**config.mk**
```make
export PLATFORM = sky130hd
export DESIGN_NAME = nvm_option_security_protect
export DESIGN_NICKNAME = d
export VERILOG_FILES = /design/src/design/nvm_opt_pkg.sv /design/src/design/nvm_guard_if.sv /design/src/design/nvm_guard_check.sv /design/src/design/nvm_option_security_protect.sv
export VERILOG_INCLUDE_DIRS = /design/src /design/src/design
export SDC_FILE = /design/constraint.sdc
export NUM_CORES = 1
export LEC_CHECK = 0
export ABC_AREA = 1
export BUFFER_PORTS_ARGS = -buffer_cell sky130_fd_sc_hd__buf_2
export CORE_MARGIN = 5
export CORE_UTILIZATION = 50
export DETAILED_ROUTE_END_ITERATION = 8
export PLACE_DENSITY = 0.83
export SLEW_MARGIN = 10
export SYNTH_ARGS = -nofsm -noshare
export SYNTH_HDL_FRONTEND = slang
export SYNTH_SLANG_ARGS = --single-unit
export TNS_END_PERCENT = 10
```
**constraint.sdc**
```tcl
create_clock -name clk_sys -period 4.2 [get_ports clk_sys]
set_input_delay 0.84 -clock clk_sys [delete_from_list [all_inputs] [get_ports clk_sys]]
set_output_delay 0.84 -clock clk_sys [all_outputs]
set_load 0.01 [all_outputs]
```
**src/design/nvm_opt_cfg.svh**
```systemverilog
// Offsets, field positions, reset values and address windows of the option block
`ifndef NVM_OPT_CFG_SVH
`define NVM_OPT_CFG_SVH

// Register port offsets
`define NVM_OFS_OPTION     3'h0
`define NVM_OFS_CONFIG     3'h1
`define NVM_OFS_PROTECT    3'h2
`define NVM_OFS_STATUS     3'h3

// Option register fields
`define NVM_OPT_BACKDOOR_ENABLE_BIT  7
`define NVM_OPT_NORED_BIT  6
`define NVM_OPT_LAYOUT_BIT 5
`define NVM_OPT_USED_MASK  8'hE3
`define NVM_CODE_OPEN      2'h2

// Configuration register fields
`define NVM_CFG_PAGE_BIT   6
`define NVM_CFG_STEER_BIT  5
`define NVM_CFG_USED_MASK  8'h60

// Status register fields
`define NVM_STAT_VIOL_BIT  5

// Reset values; option and protect held until the nonvolatile copy lands, config held until written
`define NVM_OPT_RESET      8'h00
`define NVM_CFG_RESET      8'h00
`define NVM_PROT_RESET     8'hFF

// Protection fields and codes
`define NVM_EPS_NONE       2'h3
`define NVM_FPS_NONE       6'h3F
`define NVM_FPS_ALL        6'h18
`define NVM_FPS_STEP       16'h0600
`define NVM_EPS_STEP       16'h0010

// Address windows
`define NVM_KEY_LO         16'hFFB0
`define NVM_KEY_HI         16'hFFB7
`define NVM_EE_LO          16'h1400
`define NVM_EE_TOP         16'h1800
`define NVM_KEY_BYTES      4'h8

`endif

```
**src/design/nvm_opt_pkg.sv**
```systemverilog
// Types shared by the option and protection block
package nvm_opt_pkg;

    // Backdoor key collection states, Gray along the usual path
    typedef enum logic [1:0] {
        KEY_IDLE    = 2'b00,
        KEY_COLLECT = 2'b01,
        KEY_DONE    = 2'b11,
        KEY_FAIL    = 2'b10
    } key_state_e;

    // Nonvolatile command kinds
    typedef enum logic [1:0] {
        CMD_PROGRAM = 2'b00,
        CMD_SECTOR  = 2'b01,
        CMD_MASS    = 2'b10,
        CMD_BLANK   = 2'b11
    } cmd_kind_e;

endpackage

```
**src/design/nvm_guard_if.sv**
```systemverilog
// Carrier between the option block and its protection range checker
interface nvm_guard_if;
    logic [15:0] addr;
    logic [1:0]  eeprom_guard_select;
    logic [5:0]  flash_guard_select;
    logic        hit;
    logic        any_guarded;

    modport main  (output addr, eeprom_guard_select, flash_guard_select,
                   input hit, any_guarded);
    modport guard (input addr, eeprom_guard_select, flash_guard_select,
                   output hit, any_guarded);
endinterface

```
**src/design/nvm_guard_check.sv**
```systemverilog
// Protection range checker for flash and EEPROM addresses
`include "nvm_opt_cfg.svh"

module nvm_guard_check (
    // Range query
    nvm_guard_if.guard g
);

    //------------------------------------------------------------
    // Range decode
    //------------------------------------------------------------
    logic [5:0]  fps_eff;
    logic [5:0]  fps_steps;
    logic [15:0] flash_len;
    logic [15:0] flash_start;
    logic [15:0] ee_len;
    logic [15:0] ee_start;
    logic        in_eeprom;
    logic        ee_on;
    logic        flash_on;

    // Codes at or below the floor protect the whole array
    assign fps_eff     = (g.flash_guard_select < `NVM_FPS_ALL) ? `NVM_FPS_ALL
                                                               : g.flash_guard_select;
    assign fps_steps   = `NVM_FPS_NONE - fps_eff;
    assign flash_len   = 16'(fps_steps * `NVM_FPS_STEP);
    assign flash_start = (fps_eff == `NVM_FPS_ALL) ? 16'h0000 : 16'(16'h0000 - flash_len);
    assign flash_on    = (g.flash_guard_select != `NVM_FPS_NONE);

    // EEPROM protected span doubles with each lower code
    assign ee_len   = `NVM_EPS_STEP << (2'h2 - g.eeprom_guard_select);
    assign ee_start = `NVM_EE_TOP - ee_len;
    assign ee_on    = (g.eeprom_guard_select != `NVM_EPS_NONE);

    assign in_eeprom = (g.addr >= `NVM_EE_LO) && (g.addr < `NVM_EE_TOP);

    // Hit when the address falls in an enabled protected span
    assign g.hit = in_eeprom ? (ee_on && (g.addr >= ee_start))
                             : (flash_on && (g.addr >= flash_start));
    assign g.any_guarded = ee_on || flash_on;

endmodule

```
**src/design/nvm_option_security_protect.sv**
```systemverilog
// Option, configuration, security and block protection logic of the NVM controller
//
// Function
// - Reset copies stored option byte into option register
// - Backdoor disabled blocks key unlock
// - Key writes only from secured firmware
// - Ascending eight byte key match unlocks
// - Option bit 6 disables vector redirection
// - Option bit 5 picks EEPROM sector layout
// - Only code 1:0 means unsecured
// - Secure state blocks debug memory access
// - Key match or blank check sets 1:0
// - Config bit 6 picks visible EEPROM page
// - Config bit 5 steers key range writes
// - Reset loads protect register from storage
// - Non-debug protection writes may only grow region
// - Protected program or erase sets violation
// - Mass erase refused while anything protected
// - Debug host may rewrite protection freely
// - Bits 7:6 select EEPROM protection, 3 none
// - Bits 5:0 select flash protection, 3F none
// - Violation flag cleared by writing one
`include "nvm_opt_cfg.svh"

module nvm_option_security_protect (
    // Clock and reset
    input  wire logic        clk_sys,
    input  wire logic        reset,
    // Register port
    input  wire logic [2:0]  reg_addr,
    input  wire logic [7:0]  reg_wdata,
    input  wire logic        reg_wr,
    input  wire logic        reg_rd,
    input  wire logic        reg_from_debug,
    output logic      [7:0]  reg_rdata,
    // Nonvolatile stored values
    input  wire logic [7:0]  stored_option_byte,
    input  wire logic [7:0]  stored_protect_byte,
    input  wire logic [63:0] stored_unlock_key,
    // Memory access from the bus
    input  wire logic [15:0] mem_addr,
    input  wire logic [7:0]  mem_wdata,
    input  wire logic        mem_wr,
    input  wire logic        mem_rd,
    input  wire logic        mem_from_debug,
    output logic             mem_blocked,
    // Command requests and engine results
    input  wire logic        cmd_valid,
    input  wire logic [1:0]  cmd_kind,
    input  wire logic [15:0] cmd_addr,
    input  wire logic        blank_check_erased,
    output logic             cmd_launch,
    output logic      [1:0]  cmd_launch_kind,
    output logic      [15:0] cmd_launch_addr,
    output logic             cmd_refused,
    // Mode outputs
    output logic             secure,
    output logic             vector_redirect_disable,
    output logic             eeprom_sector_layout,
    output logic             eeprom_page_pick,
    output logic             loaded
);

    //------------------------------------------------------------
    // State
    //------------------------------------------------------------
    logic [7:0]                   opt_r;
    logic [7:0]                   cfg_r;
    logic [7:0]                   prot_r;
    logic                         viol_r;
    logic                         load_pend_r;
    logic [7:0]                   rdata_r;
    logic [3:0]                   key_idx_r;
    nvm_opt_pkg::key_state_e      key_st_r;
    nvm_opt_pkg::key_state_e      key_st_nxt;
    logic                         launch_r;
    logic [1:0]                   launch_kind_r;
    logic [15:0]                  launch_addr_r;
    logic                         refused_r;

    nvm_guard_if guard_bus ();

    //------------------------------------------------------------
    // Field views
    //------------------------------------------------------------
    logic       backdoor_enable;
    logic [1:0] lock_state_code;
    logic       key_write_steer;
    logic [1:0] eeprom_guard_select;
    logic [5:0] flash_guard_select;

    assign backdoor_enable     = opt_r[`NVM_OPT_BACKDOOR_ENABLE_BIT];
    assign lock_state_code     = opt_r[1:0];
    assign key_write_steer     = cfg_r[`NVM_CFG_STEER_BIT];
    assign eeprom_guard_select = prot_r[7:6];
    assign flash_guard_select  = prot_r[5:0];

    // Security decode: only one code opens the part
    logic is_secure;
    assign is_secure = (lock_state_code != `NVM_CODE_OPEN);

    // Mode outputs from register bits; secure decoded from the lock code, loaded inverted
    assign secure                  = is_secure;
    assign vector_redirect_disable = opt_r[`NVM_OPT_NORED_BIT];
    assign eeprom_sector_layout    = opt_r[`NVM_OPT_LAYOUT_BIT];
    assign eeprom_page_pick        = cfg_r[`NVM_CFG_PAGE_BIT];
    assign loaded                  = !load_pend_r;

    // Debug source is locked out of memory while secure
    assign mem_blocked = is_secure && mem_from_debug && (mem_rd || mem_wr);

    //------------------------------------------------------------
    // Register port decode
    //------------------------------------------------------------
    logic wr_cfg;
    logic wr_prot;
    logic wr_stat;
    logic clr_viol;

    assign wr_cfg   = reg_wr && (reg_addr == `NVM_OFS_CONFIG);
    assign wr_prot  = reg_wr && (reg_addr == `NVM_OFS_PROTECT);
    assign wr_stat  = reg_wr && (reg_addr == `NVM_OFS_STATUS);
    assign clr_viol = wr_stat && reg_wdata[`NVM_STAT_VIOL_BIT];

    // Grow-only check: lower codes cover more memory
    logic [5:0] fps_new_eff;
    logic [5:0] fps_old_eff;
    logic       prot_grows;
    logic       prot_take;

    assign fps_new_eff = (reg_wdata[5:0] < `NVM_FPS_ALL) ? `NVM_FPS_ALL : reg_wdata[5:0];
    assign fps_old_eff = (flash_guard_select < `NVM_FPS_ALL) ? `NVM_FPS_ALL
                                                             : flash_guard_select;
    assign prot_grows  = (reg_wdata[7:6] <= eeprom_guard_select)
                      && (fps_new_eff <= fps_old_eff);
    assign prot_take   = wr_prot && (reg_from_debug || prot_grows);

    // Read mux, unused bits forced low
    logic [7:0] rd_mux;
    assign rd_mux = (reg_addr == `NVM_OFS_OPTION)  ? (opt_r & `NVM_OPT_USED_MASK) :
                    (reg_addr == `NVM_OFS_CONFIG)  ? (cfg_r & `NVM_CFG_USED_MASK) :
                    (reg_addr == `NVM_OFS_PROTECT) ? prot_r :
                    (reg_addr == `NVM_OFS_STATUS)  ? {2'h0, viol_r, 5'h00} :
                                                     8'h00;

    //------------------------------------------------------------
    // Backdoor key collection
    //------------------------------------------------------------
    logic       key_range;
    logic       key_wr;
    logic [2:0] key_off;
    logic       key_byte_ok;
    logic       key_ok_src;
    logic       steer_drop;
    logic       key_unlock;

    assign key_range   = (mem_addr >= `NVM_KEY_LO) && (mem_addr <= `NVM_KEY_HI);
    assign key_off     = mem_addr[2:0];
    // Debug writes and writes from an open part never count
    assign key_ok_src  = !mem_from_debug && is_secure && backdoor_enable;
    assign key_wr      = mem_wr && key_range && key_write_steer && key_ok_src;
    assign key_byte_ok = ({1'b0, key_off} == key_idx_r)
                      && (mem_wdata == stored_unlock_key[{key_off, 3'h0} +: 8]);
    assign steer_drop  = wr_cfg && key_write_steer && !reg_wdata[`NVM_CFG_STEER_BIT];
    // Clearing the steer bit after a full match opens the part
    assign key_unlock  = steer_drop && (key_st_r == nvm_opt_pkg::KEY_DONE)
                      && backdoor_enable;

    // Key state transitions
    always_comb begin
        key_st_nxt = key_st_r;
        unique case (key_st_r)
            nvm_opt_pkg::KEY_IDLE: begin
                if (key_wr) begin
                    key_st_nxt = key_byte_ok ? nvm_opt_pkg::KEY_COLLECT
                                             : nvm_opt_pkg::KEY_FAIL;
                end
            end
            nvm_opt_pkg::KEY_COLLECT: begin
                if (key_wr && !key_byte_ok) begin
                    key_st_nxt = nvm_opt_pkg::KEY_FAIL;
                end else if (key_wr && (key_idx_r == `NVM_KEY_BYTES - 4'h1)) begin
                    key_st_nxt = nvm_opt_pkg::KEY_DONE;
                end
            end
            nvm_opt_pkg::KEY_DONE: begin
                if (key_wr) begin
                    key_st_nxt = nvm_opt_pkg::KEY_FAIL;
                end
            end
            nvm_opt_pkg::KEY_FAIL: begin
                key_st_nxt = nvm_opt_pkg::KEY_FAIL;
            end
        endcase
        // Every drop of the steer bit ends the attempt
        if (steer_drop) begin
            key_st_nxt = nvm_opt_pkg::KEY_IDLE;
        end
    end

    // Key state and byte index
    always_ff @(posedge clk_sys or posedge reset) begin
        if (reset) begin
            key_st_r  <= nvm_opt_pkg::KEY_IDLE;
            key_idx_r <= 4'h0;
        end else begin
            key_st_r <= key_st_nxt;
            if (steer_drop) begin
                key_idx_r <= 4'h0;
            end else if (key_wr) begin
                key_idx_r <= key_idx_r + 4'h1;
            end
        end
    end

    //------------------------------------------------------------
    // Command screening
    //------------------------------------------------------------
    logic        key_prog;
    logic        req_valid;
    logic [1:0]  req_kind;
    logic [15:0] req_addr;
    logic        req_modifies;
    logic        req_bad;

    // Key range writes with steer low start a program command
    assign key_prog  = mem_wr && key_range && !key_write_steer && !mem_blocked;
    assign req_valid = cmd_valid || key_prog;
    assign req_kind  = cmd_valid ? cmd_kind : nvm_opt_pkg::CMD_PROGRAM;
    assign req_addr  = cmd_valid ? cmd_addr : mem_addr;

    assign guard_bus.addr                = req_addr;
    assign guard_bus.eeprom_guard_select = eeprom_guard_select;
    assign guard_bus.flash_guard_select  = flash_guard_select;

    assign req_modifies = (req_kind == nvm_opt_pkg::CMD_PROGRAM)
                       || (req_kind == nvm_opt_pkg::CMD_SECTOR);
    assign req_bad = req_valid && !load_pend_r
                  && ((req_modifies && guard_bus.hit)
                   || ((req_kind == nvm_opt_pkg::CMD_MASS) && guard_bus.any_guarded));

    nvm_guard_check u_guard (
        .g (guard_bus.guard)
    );

    // Launch or refuse the screened request
    always_ff @(posedge clk_sys or posedge reset) begin
        if (reset) begin
            launch_r      <= 1'b0;
            launch_kind_r <= 2'h0;
            launch_addr_r <= 16'h0000;
            refused_r     <= 1'b0;
        end else begin
            launch_r  <= req_valid && !load_pend_r && !req_bad;
            refused_r <= req_bad;
            if (req_valid) begin
                launch_kind_r <= req_kind;
                launch_addr_r <= req_addr;
            end
        end
    end

    assign cmd_launch      = launch_r;
    assign cmd_launch_kind = launch_kind_r;
    assign cmd_launch_addr = launch_addr_r;
    assign cmd_refused     = refused_r;

    //------------------------------------------------------------
    // Option register and nonvolatile load
    //------------------------------------------------------------
    logic open_evt;
    assign open_evt = key_unlock || blank_check_erased;

    // Option copy taken once after reset release
    always_ff @(posedge clk_sys or posedge reset) begin
        if (reset) begin
            opt_r       <= `NVM_OPT_RESET;
            load_pend_r <= 1'b1;
        end else if (load_pend_r) begin
            opt_r       <= stored_option_byte & `NVM_OPT_USED_MASK;
            load_pend_r <= 1'b0;
        end else if (open_evt) begin
            opt_r[1:0]  <= `NVM_CODE_OPEN;
        end
    end

    //------------------------------------------------------------
    // Configuration register
    //------------------------------------------------------------
    always_ff @(posedge clk_sys or posedge reset) begin
        if (reset) begin
            cfg_r <= `NVM_CFG_RESET;
        end else if (wr_cfg) begin
            cfg_r <= reg_wdata & `NVM_CFG_USED_MASK;
        end
    end

    //------------------------------------------------------------
    // Protection register
    //------------------------------------------------------------
    always_ff @(posedge clk_sys or posedge reset) begin
        if (reset) begin
            prot_r <= `NVM_PROT_RESET;
        end else if (load_pend_r) begin
            prot_r <= stored_protect_byte;
        end else if (prot_take) begin
            prot_r <= reg_wdata;
        end
    end

    //------------------------------------------------------------
    // Violation flag, set wins over clear
    //------------------------------------------------------------
    always_ff @(posedge clk_sys or posedge reset) begin
        if (reset) begin
            viol_r <= 1'b0;
        end else if (req_bad) begin
            viol_r <= 1'b1;
        end else if (clr_viol) begin
            viol_r <= 1'b0;
        end
    end

    //------------------------------------------------------------
    // Read data, valid the cycle after the strobe
    //------------------------------------------------------------
    always_ff @(posedge clk_sys or posedge reset) begin
        if (reset) begin
            rdata_r <= 8'h00;
        end else if (reg_rd) begin
            rdata_r <= rd_mux;
        end else begin
            rdata_r <= 8'h00;
        end
    end

    assign reg_rdata = rdata_r;

endmodule

```
Yosys cells after proc, flatten, opt, wreduce, memory -nomap -nowiden
Index checks and enable logic that the tools add are counted.
{ "word_totals": {"ff_bits": 51, "latchBits": 0, "mem_bits_rw": 0, "romBits": 0, "in_bits": 143, "out_inout_bits": 34, "n_memories": 0} }
{ "classes": {"add_sub_neg": 5, "multipliers": 1, "div_mod_pow": 0, "order_cmp": 10, "eq_ne": 18, "shifts": 2, "mux": 26, "bitwise": 0, "n_reduce_logical": 53} }
{ "op_table": {"columns": ["cell", "count"], "rows": [
  ["indexed part select 64 x 7 -> 8 bit", 1],
  ["2-to-1 mux 8 bit", 6],
  [">= comparator 16 bit", 2],
  ["2-to-1 mux 16 bit", 2],
  ["logical AND 1 bit", 31],
  ["2-to-1 mux 2 bit", 9],
  ["2-to-1 mux 6 bit", 3],
  [">= comparator 16 x 13 -> 1 bit, second input constant", 1],
  [">= comparator 16 bit, second input constant", 1],
  ["less-or-equal comparator 16 bit, second input constant", 1],
  ["less-than comparator 16 x 13 -> 1 bit, second input constant", 1],
  ["left shift 5 x 2 -> 16 bit, first input constant", 1],
  ["subtractor 1 x 16 -> 16 bit, first input constant", 1],
  ["subtractor 13 x 16 -> 16 bit, first input constant", 1],
  ["less-than comparator 6 x 5 -> 1 bit, second input constant", 2],
  ["equality test 8 bit", 1],
  ["2-to-1 mux 4 bit", 2],
  ["one-hot mux 2 bit (4 select lines)", 1],
  ["nonzero test 2 bit", 4],
  ["zero test 1 bit", 7],
  ["logical OR 1 bit", 7],
  ["multiplier 6 x 2 -> 7 bit, second input constant", 1],
  ["equality test 2 bit, second input constant", 3],
  ["equality test 3 x 2 -> 1 bit, second input constant", 2],
  ["18 further kinds", 24]
]} }

Depth between registers and ports, before layout
{ "depth": {"ltp_word": 14, "ltp_mapped": 20, "mapped_depth_nobuf": 20} }

Hierarchy
From an unflattened synthesis, not the netlist that was laid out.
{ "hier_totals": {"hier_cells": 737, "area_unflattened_um2": 4631.9} }
{ "by_module_without_submodules": {"columns": ["mod", "instances", "cells_each", "area_each_um2", "seq_area_each_um2"], "rows": [
  ["nvm_option_security_protect", 1, 587, 3764.9, 1287.5],
  ["nvm_guard_check", 1, 150, 867.1, 0.0]
]} }

Worst setup path after synthesis
No wires, ideal clock.
{ "synth_path": {"kind": "register -> register", "startpoint": "reg prot_r[4]", "endpoint": "reg viol_r", "arrival_ps": 3019, "required_ps": 4080, "path_slack_ps": 1061, "path_stages_with_launch": 19, "path_buffers": 0, "synth_period_minus_slack_ps": 3139, "cell_sequence": "dfstp_2 a21oi_1 nor2_1 inv_1 ha_1 fa_1 inv_1 or2_2 nand3_1 ha_1 a21o_1 o21ai_0 nand2_1 a21oi_1 o21ai_0 a21oi_1 o21ai_1 nand3_1 nand2_1"} }
{ "synth_via": {"elab_chain_cells": 13} }
{ "synth_rtl": {"columns": ["item", "line", "source"], "rows": [
  ["start: declaration", "nvm_option_security_protect.sv:69", "logic [7:0] prot_r;"],
  ["start signal: assignment", "nvm_option_security_protect.sv:303", "prot_r <= `NVM_PROT_RESET;"],
  ["start signal: assignment", "nvm_option_security_protect.sv:305", "prot_r <= stored_protect_byte;"],
  ["start signal: assignment", "nvm_option_security_protect.sv:307", "prot_r <= reg_wdata;"],
  ["less-than comparator 6 x 5 -> 1 bit (no line)", null, null],
  ["2-to-1 mux 6 bit", "nvm_guard_check.sv:23", "assign fps_eff = (g.flash_guard_select < `NVM_FPS_ALL) ? `NVM_FPS_ALL"],
  ["subtractor 6 bit (no line)", null, null],
  ["multiplier 6 x 2 -> 7 bit (no line)", null, null],
  ["subtractor 1 x 16 -> 16 bit", "nvm_guard_check.sv:27", "assign flash_start = (fps_eff == `NVM_FPS_ALL) ? 16'h0000 : 16'(16'h0000 - flash_len);"],
  ["2-to-1 mux 16 bit", "nvm_guard_check.sv:27", null],
  [">= comparator 16 bit", "nvm_guard_check.sv:39", ": (flash_on && (g.addr >= flash_start));"],
  ["logical AND 1 bit", "nvm_guard_check.sv:39", null],
  ["2-to-1 mux 1 bit", "nvm_guard_check.sv:38", "assign g.hit = in_eeprom ? (ee_on && (g.addr >= ee_start))"],
  ["logical AND 1 bit", "nvm_option_security_protect.sv:239", "&& ((req_modifies && guard_bus.hit)"],
  ["logical OR 1 bit (*)", "nvm_option_security_protect.sv:240", "|| ((req_kind == nvm_opt_pkg::CMD_MASS) && guard_bus.any_guarded));"],
  ["logical AND 1 bit (*)", "nvm_option_security_protect.sv:239", null],
  ["2-to-1 mux 1 bit / nonzero test 2 bit (equally long branches)", null, null],
  ["end signal: assignment", "nvm_option_security_protect.sv:316", "viol_r <= 1'b0;"],
  ["end signal: assignment", "nvm_option_security_protect.sv:318", "viol_r <= 1'b1;"],
  ["end signal: assignment", "nvm_option_security_protect.sv:320", "viol_r <= 1'b0;"],
  ["end: declaration", "nvm_option_security_protect.sv:70", "logic viol_r;"]
]} }
Every way passes the cells marked *; elsewhere a longest branch is shown, timed or not.
A chain may end at the register's enable or synchronous reset.

Worst setup path after layout
Same ends and word-level chain as after synthesis.

==> run metrics <==
outcome=complete, no violations; total chip power=0.001619 W; crit path to=viol_r$_DFFE_PP0P_; worst vdd ir=167.0 uV; period utilisation layout=0.8758; startpoint types=register; reg-to-reg startpoint=prot_r[4]$_DFFE_PP1P_; Netlist cell types=41; Core Rows=33; Fmax=271.9 MHz; Die X=102.9 um; CTS root buffer=clkbuf_8; leakage=3.091 nW; post_cts resized=0; HP Class=reg -> reg; Critical Path RT=4.46 ns; sw frac=0.3554; overall routed net length=13,700 um; Comb power frac=0.367; final setup vio count=0; Post-Synth Adder-Cell Area=0.09742; worst skew pair latency=0.31 ns; crit-path max FO=4; gpl congestion=0.9321; Slew headroom=0.2761; CP startpoint=prot_r[4]$_DFFE_PP1P_; hpwl dp=10,790 um; first-pass GRT wire length=21,690 um; Min-Delay Startpoint=cmd_launch_kind[1]$_DFFE_PP0N_; Pint=0.001044 W; CTS Sinks=51; commonest non-fill, non-tap cells in the layout=buf_2, nand2_1, nor2_1, inv_1, nand3_1; min cycle time layout=3.678 ns; vias in the first global route=4,835; Final TNS setup=0 ns; CP Capture Type=register; Post-Synth Simple-Gate Area=0.3485; CTS buffer count=5; layout cells sized above 1=0.2449; Compound-Gate Fraction of Synth Area=0.1174; Post-CTS Setup Bufs=0; Ys Warns=0; WS Path Type=reg -> reg; GR Util All Layers=0.2555; nets@finish=1,004; max-slew violation count=0; IO buf count=173; clock buffer depth=2; chip height=102.9 um; clock-pin transition on the worst setup and hold timing paths=0.10 ns; final hold vios=0; R2R Path End=viol_r$_DFFE_PP0P_; Routed Antenna Nets=0; pwr/cell area=303.3 nW/um2; synthesized flop and latch total=51; core region area=8299 um2; post-synthesis cell count=663; initial drt markers=241; Post-route DRC=0; R2R cell count=19; Synth Area in XOR/XNOR=0.01218; routed vias=4,960; Layout area overhead=23.72%; number of diodes=0; clock power share=0.260; crit path DAT=3.93 ns; sequential share of power=0.374; Post-synth top flop=dfrtp_1; hold depth=2; slew at the pin closest to its max-slew limit=1.084 ns; via/cell ratio=5.310; CTS tree=built; DR WL/cell=14.67 um; # IOs=177; commonest non-fill, non-tap cell in the layout=buf_2; sequential area share after synthesis=0.2983; DIE AREA=10,590 um2; mux cell area share after synthesis=0; H-tree depth=2; cts hold-fix bufs=0; Starting Density=0.5200; flop-to-flop setup slack=0.52 ns; largest net degree at the start of global routing=52; Post-Syn Area per Cell=6.509 um2; Sw Pwr=0.0005756 W; clock skew=0.007726 ns; largest family of logic cells by synthesized area=simple AND/OR/NAND/NOR gates; number of flops mapped to enable cells by yosys=0; Overflow after GRT=0; Syn Std Cell Area=4315 um2; unrepaired setup endpoints after global routing=no; post-synthesis async set-or-reset flop share=1.000; initial antenna violation count=0; detailed-router iteration count before antenna repair=5; count of max-cap constraint violations=0
==> cells in the mapped netlist, types with 6 or more instances <==
| library cell | n | area (um2) |
|---|---|---|
| dfrtp_1 | 42 | 1051 |
| o211ai_1 | 9 | 67.56 |
| o21ai_0 | 22 | 110.1 |
| nand2_1 | 156 | 585.6 |
| buf_2 | 7 | 35.03 |
| buf_6 | 7 | 78.83 |
| nand3_1 | 59 | 295.3 |
| nor2_1 | 116 | 435.4 |
| a21oi_1 | 17 | 85.08 |
| dfstp_2 | 9 | 236.5 |
| ha_1 | 32 | 400.4 |
| o21ai_1 | 12 | 60.06 |
| nor3_1 | 11 | 55.05 |
| a31oi_1 | 6 | 37.54 |
| inv_1 | 105 | 394.1 |
==> layout make-up <==
cell class,instances,area (um2)
Clock buffer,5,68.82
Clock inverter,3,71.32
Fill cell,788,2960
Inverter,108,407.9
Multi-Input combinational cell,488,2499
Sequential cell,51,1287
Tap cell,105,131.4
Timing Repair Buffer,174,873.3
==> sequential cells by signal (all words and copies together), names as in the netlist, 2 cells and up <==
name	count
cfg_r	2
cmd_launch_addr	16
cmd_launch_kind	2
key_idx_r	4
key_st_r	2
opt_r	5
prot_r	8
reg_rdata	8
==> kinds of logic after synthesis <==
group                      after synthesis
buffers and inverters                  126
DFF                                     51
other                                    2
xor gates and xnor gates                 6
and+or+nand+nor                        362
AOI/OAI and AO/OA                       83
adders and majority gates               33
==> power groups by stage <==
stage	Combinational, W	Sequential, W	Clock [W]
2_1_floorplan	0.000386	0.000612	0
3_3_place_gp	0.000550	0.000609	0
3_5_place_dp	0.000581	0.000614	0
4_1_cts	0.000589	0.000605	0.000428
5_1_grt	0.000672	0.000613	0.000449
6_report	0.000594	0.000605	0.000420
==> critical path, stage by stage, from the launching register on <==
cell      delay, ns
dfstp_2        0.58
a21oi_1        0.09
nor2_1         0.21
inv_1          0.12
ha_1           0.24
fa_1           0.42
inv_1          0.07
nor2_1         0.04
o21ai_0        0.16
nand2_1        0.09
xor2_1         0.29
nor3_1         0.10
nand3b_1       0.17
ha_1           0.31
nand2_1        0.05
o21ai_0        0.19
a21oi_1        0.10
o21ai_1        0.21
nand3_1        0.12
nand2_1        0.09
==> worst min-delay path by stage <==
| stage | to | slack, ns |
|---|---|---|
| finish | cmd_launch_kind[1]$_DFFE_PP0N_ | 0.49 |
| global placement | cmd_launch_addr[6]$_DFFE_PP0N_ | 0.45 |
| floorplan | viol_r$_DFFE_PP0P_ | 0.45 |
| global route | cmd_launch_addr[10]$_DFFE_PP0N_ | 0.54 |
| detailed placement | cmd_launch_addr[6]$_DFFE_PP0N_ | 0.47 |
| CTS | cmd_launch_kind[1]$_DFFE_PP0N_ | 0.49 |
==> stage by stage <==
stage | hold WS [ns] | util | std cells | cell area, um2 | worst slack, ns
after CTS | 0.4925 | 0.6433 | 934 | 5339 | 0.5898
after floorplan | 0.4501 | - | 665 | 4323 | 1.061
after global placement | 0.4535 | 0.6264 | 926 | 5199 | 0.7649
final | 0.4866 | 0.6433 | 934 | 5339 | 0.5218
after global routing | 0.5404 | 0.6433 | 934 | 5339 | 0.2578
after detailed placement | 0.4661 | 0.6264 | 926 | 5199 | 0.6236
==> layer usage <==
metal	track usage	share of wire	vias up
met4	0.08267	0.027	0
met2	0.4692	0.51	215
met5	0	0	-
met1	0.3126	0.39	2283
met3	0.02503	0.070	36
li1	-	-	2426
(Power assumes the default switching activity.)
